`src/sbi_pkg.sv`:
```
// package of addresses, field positions, reset values and codes for the serial bit/byte interface
package sbi_pkg;

	// ****************************************
	// register addresses on the core's register port
	// ****************************************
	localparam logic [7:0] SBI_ADDR_BYTE_DATA = 8'hD9;
	localparam logic [7:0] SBI_ADDR_BYTE_STATUS = 8'hD8;
	localparam logic [7:0] SBI_ADDR_BIT_DATA = 8'hD9;
	localparam logic [7:0] SBI_ADDR_BIT_INTERRUPT = 8'hD8;
	localparam logic [7:0] SBI_ADDR_LINE_CONTROL = 8'hDC;

	// ****************************************
	// field positions
	// ****************************************
	localparam int SBI_BIT_DATA_POS = 0;
	localparam int SBI_INT_FLAG_POS = 0;
	localparam int SBI_LC_DATA_POS = 7;
	localparam int SBI_LC_CLOCK_POS = 6;
	localparam int SBI_LC_RISE_POS = 5;
	localparam int SBI_LC_BUSY_POS = 4;
	localparam int SBI_LC_RDONE_POS = 3;
	localparam int SBI_LC_WDONE_POS = 2;
	localparam int SBI_LC_STRETCH_POS = 1;
	localparam int SBI_LC_ENABLE_POS = 0;

	// ****************************************
	// reset values
	// ****************************************
	localparam logic [7:0] SBI_BYTE_DATA_RST = 8'h00;
	localparam logic SBI_LINE_OUT_RST = 1'b1;
	localparam logic SBI_STRETCH_RST = 1'b0;
	localparam logic SBI_ENABLE_RST = 1'b0;
	localparam logic [3:0] SBI_BITCNT_RST = 4'h0;

	// ****************************************
	// byte-oriented status codes and bit counts
	// ****************************************
	localparam logic [4:0] SBI_STAT_IDLE = 5'h1F;
	localparam logic [4:0] SBI_STAT_BUSY = 5'h01;
	localparam logic [4:0] SBI_STAT_READY = 5'h02;
	localparam logic [4:0] SBI_STAT_STALL = 5'h03;
	localparam logic [3:0] SBI_BITS_PER_BYTE = 4'h8;
	localparam logic [3:0] SBI_BITS_WITH_ACK = 4'h9;

	// byte capture states, gray along idle -> shift -> push
	typedef enum logic [1:0]
	{
		SBI_ST_IDLE = 2'b00,
		SBI_ST_SHIFT = 2'b01,
		SBI_ST_PUSH = 2'b11
	} sbi_state_t;

endpackage

```
`src/sbi_buf2.sv`:
```
// two-entry buffer with valid and ready on both sides
`timescale 1ns/1ps
module sbi_buf2 #(
	parameter int WIDTH = 8
)(
	// clock and reset
	input wire logic i_mclk,
	input wire logic i_srst,
	// fill side
	input wire logic i_in_valid,
	input wire logic [WIDTH-1:0] i_in_data,
	output logic o_in_ready,
	// drain side
	output logic o_out_valid,
	output logic [WIDTH-1:0] o_out_data,
	input wire logic i_out_ready
);

	logic [WIDTH-1:0] mem_r [2];
	logic [WIDTH-1:0] mem_nxt [2];
	logic rd_ptr_r, rd_ptr_nxt;
	logic wr_ptr_r, wr_ptr_nxt;
	logic [1:0] cnt_r, cnt_nxt;
	logic push, pop;

	// full and empty come straight from the count
	assign o_in_ready = (cnt_r != 2'd2);
	assign o_out_valid = (cnt_r != 2'd0);
	assign o_out_data = mem_r[rd_ptr_r];
	assign push = i_in_valid && o_in_ready;
	assign pop = o_out_valid && i_out_ready;

	// next pointers, count and storage
	always_comb
	begin
		mem_nxt = mem_r;
		wr_ptr_nxt = wr_ptr_r;
		rd_ptr_nxt = rd_ptr_r;
		cnt_nxt = cnt_r;
		if (push)
		begin
			mem_nxt[wr_ptr_r] = i_in_data;
			wr_ptr_nxt = ~wr_ptr_r;
		end
		if (pop)
			rd_ptr_nxt = ~rd_ptr_r;
		if (push && !pop)
			cnt_nxt = cnt_r + 2'd1;
		else if (pop && !push)
			cnt_nxt = cnt_r - 2'd1;
	end

	// register stage
	always_ff @(posedge i_mclk)
	begin
		mem_r <= mem_nxt;
		if (i_srst)
		begin
			wr_ptr_r <= 1'b0;
			rd_ptr_r <= 1'b0;
			cnt_r <= 2'd0;
		end
		else
		begin
			wr_ptr_r <= wr_ptr_nxt;
			rd_ptr_r <= rd_ptr_nxt;
			cnt_r <= cnt_nxt;
		end
	end

endmodule

```
`src/sbi_serial_regs.sv`:
```
// register side of the two-wire serial interface, byte and bit register sets
`timescale 1ns/1ps

// Behaviour
// - select input picks byte or bit register set
// - byte set holds eight-bit serial data byte
// - five-bit status code, read only, writes ignored
// - bit data read returns received data bit
// - bit data write sets driven data bit
// - bit set holds interrupt flag register
// - line control read shows sampled data line
// - line control read shows sampled clock line
// - data output field drives data line low
// - clock output field drives clock line low
// - clock rise flag readable and writable
// - busy, read done, write done flags readable
// - stretch enable lets device hold clock low
// - lines driven and sampled only when enabled
module sbi_serial_regs (
	// clock and reset
	input wire logic i_mclk,
	input wire logic i_srst,
	// register set select from the core, 1 = byte set
	input wire logic i_byte_select,
	// core register port
	input wire logic [7:0] i_sfr_addr,
	input wire logic i_sfr_wr,
	input wire logic i_sfr_rd,
	input wire logic [7:0] i_sfr_wdata,
	output logic [7:0] o_sfr_rdata,
	// data line, open drain
	input wire logic i_sda_in,
	output logic o_sda_out,
	output logic o_sda_oe_n,
	// clock line, open drain
	input wire logic i_scl_in,
	output logic o_scl_out,
	output logic o_scl_oe_n
);
	import sbi_pkg::*;

	// ****************************************
	// declarations
	// ****************************************
	logic [2:0] sda_sync_r, sda_sync_nxt;
	logic [2:0] scl_sync_r, scl_sync_nxt;
	logic sda_lvl_r, sda_lvl_nxt;
	logic scl_lvl_r, scl_lvl_nxt;
	logic sda_prev_r, scl_prev_r;
	logic scl_rise, scl_fall, bus_start, bus_stop;
	logic wr_byte_data, rd_byte_data, wr_bit_data, rd_bit_data, wr_bit_int, wr_line_ctl;
	logic [7:0] byte_data_r, byte_data_nxt;
	logic [7:0] shift_r, shift_nxt;
	logic [3:0] bit_cnt_r, bit_cnt_nxt;
	sbi_state_t state_r, state_nxt;
	logic busy_r, busy_nxt;
	logic data_out_r, data_out_nxt;
	logic clock_out_r, clock_out_nxt;
	logic rise_flag_r, rise_flag_nxt;
	logic rdone_r, rdone_nxt;
	logic wdone_r, wdone_nxt;
	logic wpend_r, wpend_nxt;
	logic irq_flag_r, irq_flag_nxt;
	logic stretch_en_r, stretch_en_nxt;
	logic enable_r, enable_nxt;
	logic hold_r, hold_nxt;
	logic [7:0] rdata_nxt;
	logic sda_oe_n_nxt, scl_oe_n_nxt;
	logic buf_in_ready, buf_out_valid;
	logic [7:0] buf_out_data;
	logic [4:0] status_code;

	// decode of one access against the current register set
	function automatic logic hit(input logic [7:0] addr, input logic [7:0] reg_addr, input logic strobe,
		input logic set_ok);
		hit = strobe && set_ok && (addr == reg_addr);
	endfunction

	// ****************************************
	// register port decode
	// ****************************************
	// set chosen by select
	assign wr_byte_data = hit(i_sfr_addr, SBI_ADDR_BYTE_DATA, i_sfr_wr, i_byte_select);
	assign rd_byte_data = hit(i_sfr_addr, SBI_ADDR_BYTE_DATA, i_sfr_rd, i_byte_select);
	assign wr_bit_data = hit(i_sfr_addr, SBI_ADDR_BIT_DATA, i_sfr_wr, !i_byte_select);
	assign rd_bit_data = hit(i_sfr_addr, SBI_ADDR_BIT_DATA, i_sfr_rd, !i_byte_select);
	assign wr_bit_int = hit(i_sfr_addr, SBI_ADDR_BIT_INTERRUPT, i_sfr_wr, !i_byte_select);
	assign wr_line_ctl = hit(i_sfr_addr, SBI_ADDR_LINE_CONTROL, i_sfr_wr, !i_byte_select);

	// ****************************************
	// line sampling
	// ****************************************
	// three stages per line; the level moves only once the last two agree
	always_comb
	begin
		sda_sync_nxt = {sda_sync_r[1:0], i_sda_in};
		scl_sync_nxt = {scl_sync_r[1:0], i_scl_in};
		sda_lvl_nxt = sda_lvl_r;
		scl_lvl_nxt = scl_lvl_r;
		if (!enable_r)
		begin
			sda_lvl_nxt = 1'b1;
			scl_lvl_nxt = 1'b1;
		end
		else
		begin
			if (sda_sync_r[1] == sda_sync_r[2])
				sda_lvl_nxt = sda_sync_r[2];
			if (scl_sync_r[1] == scl_sync_r[2])
				scl_lvl_nxt = scl_sync_r[2];
		end
	end

	always_ff @(posedge i_mclk)
	begin
		if (i_srst)
		begin
			sda_sync_r <= 3'h7;
			scl_sync_r <= 3'h7;
			sda_lvl_r <= 1'b1;
			scl_lvl_r <= 1'b1;
			sda_prev_r <= 1'b1;
			scl_prev_r <= 1'b1;
		end
		else
		begin
			sda_sync_r <= sda_sync_nxt;
			scl_sync_r <= scl_sync_nxt;
			sda_lvl_r <= sda_lvl_nxt;
			scl_lvl_r <= scl_lvl_nxt;
			sda_prev_r <= sda_lvl_r;
			scl_prev_r <= scl_lvl_r;
		end
	end

	// line events; start and stop are data edges while the clock is high
	assign scl_rise = scl_lvl_r && !scl_prev_r;
	assign scl_fall = !scl_lvl_r && scl_prev_r;
	assign bus_start = !sda_lvl_r && sda_prev_r && scl_lvl_r && scl_prev_r;
	assign bus_stop = sda_lvl_r && !sda_prev_r && scl_lvl_r && scl_prev_r;

	// ****************************************
	// byte capture
	// ****************************************
	// a full buffer keeps the machine in push, which stretches the clock when stretch is enabled
	always_comb
	begin
		state_nxt = state_r;
		shift_nxt = shift_r;
		bit_cnt_nxt = bit_cnt_r;
		byte_data_nxt = byte_data_r;
		// software loads the byte that a data read returns while no received byte waits
		if (wr_byte_data)
			byte_data_nxt = i_sfr_wdata;
		if (bus_stop || !enable_r)
			state_nxt = SBI_ST_IDLE;
		else if (bus_start)
		begin
			state_nxt = SBI_ST_SHIFT;
			bit_cnt_nxt = SBI_BITCNT_RST;
		end
		else
		begin
			unique case (state_r)
				SBI_ST_IDLE:
					state_nxt = SBI_ST_IDLE;
				SBI_ST_SHIFT:
					if (scl_rise)
					begin
						// the ninth clock is the acknowledge and is not stored
						if (bit_cnt_r == SBI_BITS_WITH_ACK - 4'h1)
							bit_cnt_nxt = SBI_BITCNT_RST;
						else
						begin
							shift_nxt = {shift_r[6:0], sda_lvl_r};
							bit_cnt_nxt = bit_cnt_r + 4'h1;
							if (bit_cnt_r == SBI_BITS_PER_BYTE - 4'h1 && i_byte_select)
								state_nxt = SBI_ST_PUSH;
						end
					end
				SBI_ST_PUSH:
					if (buf_in_ready)
						state_nxt = SBI_ST_SHIFT;
			endcase
		end
	end

	always_ff @(posedge i_mclk)
	begin
		if (i_srst)
		begin
			state_r <= SBI_ST_IDLE;
			shift_r <= SBI_BYTE_DATA_RST;
			bit_cnt_r <= SBI_BITCNT_RST;
			byte_data_r <= SBI_BYTE_DATA_RST;
		end
		else
		begin
			state_r <= state_nxt;
			shift_r <= shift_nxt;
			bit_cnt_r <= bit_cnt_nxt;
			byte_data_r <= byte_data_nxt;
		end
	end

	// received bytes wait here until software reads the data register
	sbi_buf2 #(
		.WIDTH(8)
	) u_rx_buf (
		.i_mclk(i_mclk),
		.i_srst(i_srst),
		.i_in_valid(state_r == SBI_ST_PUSH),
		.i_in_data(shift_r),
		.o_in_ready(buf_in_ready),
		.o_out_valid(buf_out_valid),
		.o_out_data(buf_out_data),
		.i_out_ready(rd_byte_data)
	);

	always_comb
	begin
		if (state_r == SBI_ST_PUSH && !buf_in_ready)
			status_code = SBI_STAT_STALL;
		else if (buf_out_valid)
			status_code = SBI_STAT_READY;
		else if (busy_r)
			status_code = SBI_STAT_BUSY;
		else
			status_code = SBI_STAT_IDLE;
	end

	// ****************************************
	// bit-oriented flags and controls
	// ****************************************
	// for the rise, read done, write done and interrupt flags the hardware set is applied last so it wins over a clear
	always_comb
	begin
		busy_nxt = busy_r;
		data_out_nxt = data_out_r;
		clock_out_nxt = clock_out_r;
		rise_flag_nxt = rise_flag_r;
		rdone_nxt = rdone_r;
		wdone_nxt = wdone_r;
		wpend_nxt = wpend_r;
		irq_flag_nxt = irq_flag_r;
		stretch_en_nxt = stretch_en_r;
		enable_nxt = enable_r;
		hold_nxt = hold_r;
		if (bus_stop || !enable_r)
			busy_nxt = 1'b0;
		else if (bus_start)
			busy_nxt = 1'b1;
		if (wr_bit_data)
		begin
			data_out_nxt = i_sfr_wdata[SBI_BIT_DATA_POS];
			wdone_nxt = 1'b0;
			wpend_nxt = 1'b1;
			hold_nxt = 1'b0;
		end
		if (wr_line_ctl)
		begin
			data_out_nxt = i_sfr_wdata[SBI_LC_DATA_POS];
			clock_out_nxt = i_sfr_wdata[SBI_LC_CLOCK_POS];
			rise_flag_nxt = i_sfr_wdata[SBI_LC_RISE_POS];
			stretch_en_nxt = i_sfr_wdata[SBI_LC_STRETCH_POS];
			enable_nxt = i_sfr_wdata[SBI_LC_ENABLE_POS];
			hold_nxt = 1'b0;
		end
		if (wr_bit_int)
			irq_flag_nxt = i_sfr_wdata[SBI_INT_FLAG_POS];
		// reading the data bit takes the finished read
		if (rd_bit_data)
			rdone_nxt = 1'b0;
		if (scl_rise)
		begin
			rise_flag_nxt = 1'b1;
			rdone_nxt = 1'b1;
			irq_flag_nxt = 1'b1;
		end
		if (scl_fall && wpend_r)
		begin
			wdone_nxt = 1'b1;
			wpend_nxt = wr_bit_data; // a bit written in this same cycle stays pending
			irq_flag_nxt = 1'b1;
		end
		// bit mode holds clock after fall
		if (scl_fall && stretch_en_r && !i_byte_select)
			hold_nxt = 1'b1;
		if (!stretch_en_nxt || i_byte_select)
			hold_nxt = 1'b0;
	end

	always_ff @(posedge i_mclk)
	begin
		if (i_srst)
		begin
			busy_r <= 1'b0;
			data_out_r <= SBI_LINE_OUT_RST;
			clock_out_r <= SBI_LINE_OUT_RST;
			rise_flag_r <= 1'b0;
			rdone_r <= 1'b0;
			wdone_r <= 1'b0;
			wpend_r <= 1'b0;
			irq_flag_r <= 1'b0;
			stretch_en_r <= SBI_STRETCH_RST;
			enable_r <= SBI_ENABLE_RST;
			hold_r <= 1'b0;
		end
		else
		begin
			busy_r <= busy_nxt;
			data_out_r <= data_out_nxt;
			clock_out_r <= clock_out_nxt;
			rise_flag_r <= rise_flag_nxt;
			rdone_r <= rdone_nxt;
			wdone_r <= wdone_nxt;
			wpend_r <= wpend_nxt;
			irq_flag_r <= irq_flag_nxt;
			stretch_en_r <= stretch_en_nxt;
			enable_r <= enable_nxt;
			hold_r <= hold_nxt;
		end
	end

	// ****************************************
	// read data and pin drive
	// ****************************************
	always_comb
	begin
		rdata_nxt = 8'h00;
		if (i_sfr_rd)
		begin
			if (rd_byte_data)
				// received byte, else the loaded one
				rdata_nxt = buf_out_valid ? buf_out_data : byte_data_r;
			else if (hit(i_sfr_addr, SBI_ADDR_BYTE_STATUS, i_sfr_rd, i_byte_select))
				rdata_nxt = {3'h0, status_code};
			else if (rd_bit_data)
				rdata_nxt[SBI_BIT_DATA_POS] = sda_lvl_r;
			else if (hit(i_sfr_addr, SBI_ADDR_BIT_INTERRUPT, i_sfr_rd, !i_byte_select))
				rdata_nxt[SBI_INT_FLAG_POS] = irq_flag_r;
			else if (hit(i_sfr_addr, SBI_ADDR_LINE_CONTROL, i_sfr_rd, !i_byte_select))
			begin
				rdata_nxt[SBI_LC_DATA_POS] = sda_lvl_r;
				rdata_nxt[SBI_LC_CLOCK_POS] = scl_lvl_r;
				rdata_nxt[SBI_LC_RISE_POS] = rise_flag_r;
				rdata_nxt[SBI_LC_BUSY_POS] = busy_r;
				rdata_nxt[SBI_LC_RDONE_POS] = rdone_r;
				rdata_nxt[SBI_LC_WDONE_POS] = wdone_r;
				rdata_nxt[SBI_LC_STRETCH_POS] = stretch_en_r;
				rdata_nxt[SBI_LC_ENABLE_POS] = enable_r;
			end
		end
		sda_oe_n_nxt = !(enable_r && !data_out_r);
		// stretch on hold or full buffer
		scl_oe_n_nxt = !(enable_r && (!clock_out_r || hold_r ||
			(stretch_en_r && state_r == SBI_ST_PUSH && !buf_in_ready)));
	end

	// outputs leave from flip-flops; the driven level is always low
	always_ff @(posedge i_mclk)
	begin
		if (i_srst)
		begin
			o_sfr_rdata <= 8'h00;
			o_sda_out <= 1'b0;
			o_scl_out <= 1'b0;
			o_sda_oe_n <= 1'b1;
			o_scl_oe_n <= 1'b1;
		end
		else
		begin
			o_sfr_rdata <= rdata_nxt;
			o_sda_out <= 1'b0;
			o_scl_out <= 1'b0;
			o_sda_oe_n <= sda_oe_n_nxt;
			o_scl_oe_n <= scl_oe_n_nxt;
		end
	end

endmodule

```
`config.mk`:
```
export PLATFORM = sky130hd
export DESIGN_NAME = sbi_serial_regs
export DESIGN_NICKNAME = d
export VERILOG_FILES = /design/src/sbi_pkg.sv /design/src/sbi_buf2.sv /design/src/sbi_serial_regs.sv
export SDC_FILE = /design/constraint.sdc
export NUM_CORES = 1
export LEC_CHECK = 0
export CAP_MARGIN = 20
export CORE_MARGIN = 2
export CORE_UTILIZATION = 55
export DETAILED_ROUTE_END_ITERATION = 7
export DONT_BUFFER_PORTS = 1
export HOLD_SLACK_MARGIN = 0.05
export PLACE_DENSITY = 0.73
export SYNTH_ARGS = -nofsm -noshare
export SYNTH_HDL_FRONTEND = slang
export SYNTH_HIERARCHICAL = 1
export SYNTH_SLANG_ARGS = --single-unit
```
`constraint.sdc`:
```
create_clock -name i_mclk -period 1.94 [get_ports i_mclk]
set_clock_uncertainty 0.05 [all_clocks]
set_input_delay 0.097 -clock i_mclk [delete_from_list [all_inputs] [get_ports i_mclk]]
set_output_delay 0.097 -clock i_mclk [all_outputs]
set_load 0.1 [all_outputs]
```
# After elaboration in Yosys (flattened, before gate mapping)
# Index checks and enable logic that the tools add are counted.
# word_totals
in_bits	23
out_inout_bits	12
reg_bits	73
wordCells	181
# op_classes
n_reduce_logical	73
magnitude_cmp	3
muxes	45
bitwise	9
eq_ne	18
addsub	3
# ops
cell	n
8-bit two-way mux	8
1-bit logical AND	35
8-bit == test, second input constant	3
1-bit two-way mux	19
16-bit bitwise mux	1
4-bit two-way mux	4
2-bit nonzero test	8
5-bit two-way mux	3
1-bit logical NOT	14
7-bit two-way mux	2
2-bit two-way mux	6
3-bit != test, second input constant	4
2-bit != test, second input constant	5
8-bit demux with 1-bit select	1
4-bit AND reduction	2
2-bit OR reduction	4
1-bit NOT	7
2-bit one-hot mux with 3 select lines	1
3-bit nonzero test	2
5-bit AND reduction	1
4-bit by 1-bit adder with 4-bit output, second input constant	1
4-bit by 3-bit == test with 1-bit output, second input constant	1
4-bit == test, second input constant	1
2-bit greater-or-equal comparator, second input constant	2
11 further kinds	16

# Logic depth before layout (Yosys ltp)
# Gate-level depths: netlist (run 1).
# depth
depth_word	8
mapped_depth	9
mapped_depth_nobuf	8

# Modules after synthesis
# The synthesis (run 1) kept the hierarchy.
# by_module_without_submodules
mod	n_inst	cells_each	seq_area_each_um2	area_per_inst_um2
sbi_serial_regs	1	241	1061.0	2341.0
sbi_buf2	1	47	560.5	782.0

# Worst setup path before layout (run 1)
# OpenSTA, ideal clock, no wires.
# synth_timing
path_type	input to register
start	input i_sfr_addr[5]
end	register u_rx_buf.cnt_r[1]
required_time_ns	1.820
path_stages	8
slack_ns	-0.201
n_path_buf	1
arrival_time_ns	2.022
setup_time_ns	0.070
path_cell_list	nand4bb_1 buf_6 nor4_2 and2_1 o21ai_0 ha_1 or3_1 a21oi_1
# synth_between
elab_chain_len	6
elab_cells_between_ends	8
# synth_rtl
element	line_no	rtl
from (decl)	sbi_serial_regs.sv:26	input wire logic [7:0] i_sfr_addr,
8-bit == test *	sbi_serial_regs.sv:76	hit = strobe && set_ok && (addr == reg_addr);
1-bit logical AND *	sbi_serial_regs.sv:76	
named net rd_byte_data	sbi_serial_regs.sv:51	logic wr_byte_data, rd_byte_data, wr_bit_data, rd_bit_data, wr_bit_int, wr_line_ctl;
1-bit logical AND *	sbi_buf2.sv:31	assign pop = o_out_valid && i_out_ready;
1-bit logical NOT	sbi_buf2.sv:47	if (push && !pop)
1-bit logical AND	sbi_buf2.sv:47	
2-bit two-way mux or 2-bit nonzero test (tied branches)	-	
to (signal assigned)	sbi_buf2.sv:67	cnt_r <= cnt_nxt;
to (decl)	sbi_buf2.sv:23	logic [1:0] cnt_r, cnt_nxt;
# Mark *: on every way through the listed nets, which the timed path passes. The rest lies on a longest branch.
# A chain may end at the register's enable or synchronous reset.

# Worst setup path in the final report (run 1)
# layout_timing
start	register scl_lvl_r
end	register hold_r
# layout_between
elab_chain_len	5
elab_cells_between_ends	6
# layout_rtl
element	line_no	rtl
from (decl)	sbi_serial_regs.sv:48	logic scl_lvl_r, scl_lvl_nxt;
from (signal assigned)	sbi_serial_regs.sv:130	scl_lvl_r <= scl_lvl_nxt;
1-bit logical NOT *	sbi_serial_regs.sv:138	assign scl_fall = !scl_lvl_r && scl_prev_r;
1-bit logical AND *	sbi_serial_regs.sv:138	
1-bit logical AND * (2 in a row)	sbi_serial_regs.sv:287	if (scl_fall && stretch_en_r && !i_byte_select)
3-bit nonzero test (no line) or 1-bit two-way mux (tied branches)	-	
to (signal assigned)	sbi_serial_regs.sv:321	hold_r <= hold_nxt;
to (decl)	sbi_serial_regs.sv:66	logic hold_r, hold_nxt;
# Every way passes the cells marked *; elsewhere a longest branch is shown, timed or not.

==> results of run 1 <==
power by group through the flow:
stage / logic [mW] / clock network (mW) / registers, mW
2_1_floorplan: 0.0669 / 0 / 1.59
3_3_place_gp: 0.0635 / 0 / 1.59
3_5_place_dp: 0.0648 / 0 / 1.59
4_1_cts: 0.113 / 1.18 / 1.55
5_1_grt: 0.121 / 1.24 / 1.55
6_report: 0.114 / 1.16 / 1.55
layout make-up:
cell class	count	area (µm²)	area share
flip-flops and latches	73	1620	0.434
multi-input cells	194	1420	0.381
repair buffers	41	368	0.0985
clock buffers	10	138	0.0369
well taps	72	90.1	0.0241
clock inverters	6	57.6	0.0154
inverters	9	33.8	0.00905
diodes	2	5.00	0.00134
cells in the mapped netlist (all sizes together), types with 2 or more instances:
cell | instances | area share
mux2 | 11 | 0.040
nand3b | 3 | 0.0072
nand2b | 7 | 0.016
xor2 | 3 | 0.0084
clkbuf | 7 | 0.0084
or2 | 10 | 0.021
nand2 | 10 | 0.012
nor4b | 2 | 0.010
edfxtp | 16 | 0.15
o21bai | 2 | 0.0048
ha | 3 | 0.012
and3 | 2 | 0.0040
a22oi | 4 | 0.0096
nor4 | 2 | 0.011
or3b | 2 | 0.0056
a221oi | 3 | 0.0084
nand4bb | 2 | 0.0072
nand4 | 2 | 0.0040
mux2i | 26 | 0.083
and4b | 2 | 0.0064
nor2b | 6 | 0.012
buf | 6 | 0.013
a2111oi | 3 | 0.010
a21oi | 14 | 0.022
or3 | 5 | 0.012
o22a | 2 | 0.0056
inv | 9 | 0.011
xnor2 | 3 | 0.0084
o21ai | 13 | 0.021
nor2 | 32 | 0.038
dfxtp | 57 | 0.37
and2 | 3 | 0.0060
kinds of logic (layout without fill, tap and decap cells):
group | count (synthesis) | count (layout) | synth area share
DFF | 73 | 73 | 0.519
adders and majority gates | 3 | 3 | 0.0120
AOI/OAI and AO/OA | 51 | 51 | 0.110
and+or+nand+nor | 95 | 95 | 0.185
muxes | 37 | 37 | 0.123
other | 1 | 4 | 0.00120
xor gates and xnor gates | 6 | 6 | 0.0168
buffers and inverters | 22 | 66 | 0.0324
placed cells by master (no fill, tap or decap), types with 3 or more instances in the layout:
master,n
a21oi_1,14
a221oi_1,3
a22oi_1,4
and2_1,3
buf_4,22
clkbuf_8,10
dfxtp_1,57
dlygate4sd3_1,17
edfxtp_1,16
inv_1,8
mux2_2,11
mux2i_1,26
nand2_1,10
nand2b_1,6
nand3b_1,3
nor2_1,32
nor2b_1,5
o21ai_0,12
or2_2,9
or3_1,4
xnor2_1,3
xor2_1,3
metrics by stage:
| stage | setup slack, ns | cells |
|---|---|---|
| floorplan | -0.0341 | 289 |
| global placement | 0.143 | 368 |
| detailed placement | 0.0863 | 368 |
| CTS | 0.0331 | 403 |
| global route | 0.0692 | 405 |
| finish | 0.179 | 407 |
final timing paths:
kind,from,to,slack (ns)
worst min register to register,sda_sync_r[0],sda_sync_r[1],0.36
worst max register to register,scl_lvl_r,hold_r,0.18
worst max-delay path,scl_lvl_r,hold_r,0.18
worst min-delay path,i_sfr_addr[0],o_sfr_rdata[4],0.07
state kept, by name, indices dropped and copies added (netlist names), 2 cells and up:
register,cells
bit_cnt_r,4
u_rx_buf/mem_r,16
shift_r,8
sda_sync_r,3
byte_data_r,8
state_r,2
scl_sync_r,3
o_sfr_rdata,8
u_rx_buf/cnt_r,2
worst max-delay path: cells and delay by family (launching register included):
family / cells / cell delay [ns]
compound gates: 1 / 0.28
simple gates: 2 / 0.26
buf+inv: 2 / 0.77
flops: 1 / 0.36
metal layers:
| layer | wire length, µm | part of all wire | track usage |
|---|---|---|---|
| met5 | 0 | 0 | 0 |
| met4 | 174 | 0.026 | 0.103 |
| met3 | 302 | 0.045 | 0.0682 |
| met2 | 3320 | 0.49 | 0.398 |
| met1 | 2920 | 0.43 | 0.267 |
repair_timing:
item | CTS | global route
setup buffers | 0 | 2
hold endpoints to repair | 57 | 0
hold buffers | 19 | 0
resized for setup | 0 | 2
setup endpoints to repair | 0 | 2
==> impl_metrics.json, run 1 <==
{
  "status": "finished, final reports clean",
  "period_share": 0.908,
  "synth-edff-count": 16,
  "yosys_warnings": 6,
  "drt-pass1-iter-count": 4,
  "timing_worst_setup_path_type": "reg2reg",
  "fp.dieW_um": 79.4,
  "cts_sinks": 73,
  "finalPower_mw": 2.82,
  "drt-total-wl_um": 6720,
  "rsz0062_at_grt": "false",
  "grt_start_max_net_pins": 43,
  "drive_gt1_frac": 0.216,
  "cts-root-buf": "clkbuf_8",
  "ff2ff_path_depth": 5,
  "numCtsBuffers": 9,
  "cts_max_path_buffers": 2,
  "whs_path_depth": 3,
  "fin_tns_setup_ns": 0,
  "cts_tree": "done",
  "syn_area_per_cell_um2": 10.8,
  "hold_violations": 0,
  "core_um2": 5510,
  "post-route-util": 0.678,
  "num_vias": 2283,
  "final_antenna_net_count": 0,
  "seqPwrFrac": 0.549,
  "ys_ff_latch": 73,
  "worstSetupEndpointType": "flip-flop",
  "clockPowerShare": 0.411,
  "initial_core_util": 0.567,
  "ioPinCount": 35,
  "ir_drop_mv": 0.526,
  "final-setup-viol-count": 0,
  "internal-power_mw": 2.21,
  "wl_per_cell_um": 16.5,
  "final_area_um2": 3730,
  "crit_chain": "buf_4 > nor2b_2 > nand2_1 > a2111oi_2 > dlygate4sd3_1",
  "drv_slew": 0,
  "cp.arrival_ns": 2.00,
  "async_flop_share": 0,
  "remaining_drc_errors": 0,
  "via_per_inst": 5.61,
  "n_fill_cell": 404,
  "cap_violations": 0,
  "row_count": 27,
  "antenna_found_initial": 1,
  "placed_cell_area_um2": 3310,
  "startpoint_type": "flip-flop",
  "leakage_nw": 1.38,
  "clk_pin_slew_worst_paths_ns": 0.08,
  "cts_max_level": 3,
  "dp_hpwl_um": 4510,
  "fmax_ghz": 0.568,
  "grt_pass1_vias": 2276,
  "min_period_ns": 1.76,
  "slowest_delay_ns": 0.59,
  "die_h_um": 79.4,
  "worstPathRequired_ns": 2.18,
  "whs_ns": 0.0696,
  "gp_congestion": 0.825,
  "drtIter0Drc": 137,
  "combPwrFrac": 0.040,
  "synth.distinct_cells": 58,
  "dieArea_um2": 6300,
  "nNetsFinal": 354,
  "grtUsageTotal": 0.232,
  "hp-class": "in2reg",
  "sw_frac_of_total": 0.216,
  "insertion_delay_ns": 0.34,
  "io_buffer_count": 0,
  "netlist_area_um2": 3120,
  "cp_max_fo": 6,
  "power_density_nw_per_um2": 756,
  "critical_path.slowest_cell": "dlygate4sd3_1",
  "overflow": 0,
  "ys_seq_area_frac": 0.519,
  "worst_slew_pin_slew_ns": 0.536,
  "max-slew-margin-rel": 0.641,
  "switchingPower_mw": 0.611,
  "netlist_instances": 288,
  "grt_pass1_wl_um": 10900,
  "synthToLayoutAreaGrowth_pct": 19.6,
  "ys.flop_type": "dfxtp_1"
}
Power figures use the tool's default switching activity.
==> inputs of run 2 (changes only) <==
- PLACE_DENSITY: 0.73 -> 0.83
==> run 2 against run 1 <==
Against the previous run:
- final area down 0.40%
- first-iteration DRC count up 6.6%
- sequential cell count unchanged
- largest cell class unchanged
- via count up 1.1%
- sequential power about the same
- clock power up 9%
- clock-buffer cell count unchanged
- critical path depth up 1
- setup slack worse by 0.084 ns
- power up 3.7%
- final cell count down 1.2%
- critical endpoint unchanged
- maximum frequency down 4.6%
==> impl_metrics.json, run 2 (synthesis results as in run 1) <==
{
  "grt_start_max_net_pins": 43,
  "grt_pass1_vias": 2272,
  "antenna_cells": 0,
  "worstSetupEndpointType": "flip-flop",
  "power_density_nw_per_um2": 787,
  "seqCellArea_um2": 1620,
  "insertion_delay_ns": 0.35,
  "wl_per_cell_um": 16.6,
  "pre_cts_slack_ns": 0.0782,
  "remaining_drc_errors": 0,
  "dp_hpwl_um": 4380,
  "drive_gt1_frac": 0.212,
  "place_inst": 368,
  "cts_setup_buffers": 0,
  "max-slew-margin-rel": 0.663,
  "num_vias": 2307,
  "cts-root-buf": "clkbuf_8",
  "io_buffer_count": 0,
  "dieArea_um2": 6300,
  "largest_register_ff_count": 16,
  "cp.arrival_ns": 2.02,
  "ir_drop_mv": 0.358,
  "cap_violations": 0,
  "overflow": 0,
  "cts_max_path_buffers": 2,
  "cts_max_level": 3,
  "worst_slew_pin_slew_ns": 0.504,
  "min_period_ns": 1.84,
  "grtUsageTotal": 0.227,
  "final-setup-viol-count": 0,
  "stdcell_count": 402,
  "grt_pass1_wl_um": 10700,
  "die_h_um": 79.4,
  "row_count": 27,
  "hp-class": "in2reg",
  "drt-total-wl_um": 6660,
  "startpoint_type": "input pin",
  "cts_sinks": 73,
  "drv_slew": 0,
  "drt-pass1-iter-count": 6,
  "synthToLayoutAreaGrowth_pct": 19.1,
  "final_antenna_net_count": 0,
  "cts_tree": "done",
  "cp_max_fo": 6,
  "initial_core_util": 0.567,
  "antenna_found_initial": 0,
  "drtIter0Drc": 146,
  "via_per_inst": 5.74,
  "core_um2": 5510,
  "post-route-util": 0.676,
  "n_fill_cell": 375,
  "final_common_cell": "dfxtp_1",
  "status": "finished, final reports clean",
  "worstPathRequired_ns": 2.12,
  "multi_input_area_um2": 1420,
  "top_register": "u_rx_buf/mem_r",
  "worst_slack_ns": 0.0952,
  "gp_congestion": 0.822,
  "ioPinCount": 35,
  "hold_violations": 0,
  "finalPower_mw": 2.93,
  "clk_pin_slew_worst_paths_ns": 0.07,
  "period_share": 0.951,
  "leakage_nw": 1.38,
  "rsz0062_at_grt": "false",
  "nNetsFinal": 351,
  "timing_worst_setup_path_type": "in2reg",
  "fmax_ghz": 0.542,
  "mostFrequentLayoutCells": "57 x dfxtp_1, 32 x nor2_1, 26 x mux2i_1",
  "fp.dieW_um": 79.4,
  "numCtsBuffers": 9
}
-- run 2: cell types whose count changed in the layout (fill, tap and decap cells not counted), sizes merged --
cell and delta:
bufinv +1, dlygate4sd3 -1, buf -2, clkinv +1, clkinvlp -2, diode -2
-- run 2: report_power, final --
group,internal (mW),switching [mW],total [mW]
logic,0.0465,0.0665,0.113
clock network,0.718,0.546,1.26
registers,1.55,0.00215,1.55
-- run 2: critical path, cell delays in order --
cell and delay, ns:
nand4bb_1 0.25, buf_4 0.23, nor4b_4 0.51, mux2i_1 0.32, a2111oi_2 0.05, dlygate4sd3_1 0.56
-- run 2: worst paths after layout --
path,start,endpoint,slack [ns],depth (start not counted)
worst max-delay path,i_sfr_addr[5],hold_r,0.1,6
worst min-delay path,i_sfr_rd,o_sfr_rdata[1],0.06,3
worst max register to register,scl_lvl_r,hold_r,0.18,5
worst min register to register,scl_sync_r[0],scl_sync_r[1],0.37,1
-- run 2: cell type report --
cell class	instances	share of cell area
clock buffer	10	0.0343
clock inverter	6	0.0222
inverter	9	0.00908
multi-input combinational	194	0.382
sequential	73	0.436
tap	72	0.0242
timing repair buffer	38	0.0922
-- run 2: per-stage QoR --
stage	hold WS [ns]	instance area, µm²	TNS, ns
2_1_floorplan	0.116	3140	-0.0341
3_3_place_gp	0.122	3310	0
3_5_place_dp	0.125	3310	0
4_1_cts	0.0519	3710	0
5_1_grt	0.0746	3720	0
6_report	0.0571	3720	0
-- run 2: metal layers --
layer,global-route usage,vias to the layer above,share of wire
li1,-,1110,-
met1,0.270,1105,0.42
met2,0.389,78,0.50
met3,0.0625,14,0.047
met4,0.0862,0,0.026
met5,0,-,0
-- run 2: timing repair --
action | in CTS | in global routing
setup endpoints to repair | 0 | 2
endpoints found under the hold margin | 56 | 0
hold buffers | 18 | 0
gates resized for setup | 0 | 2
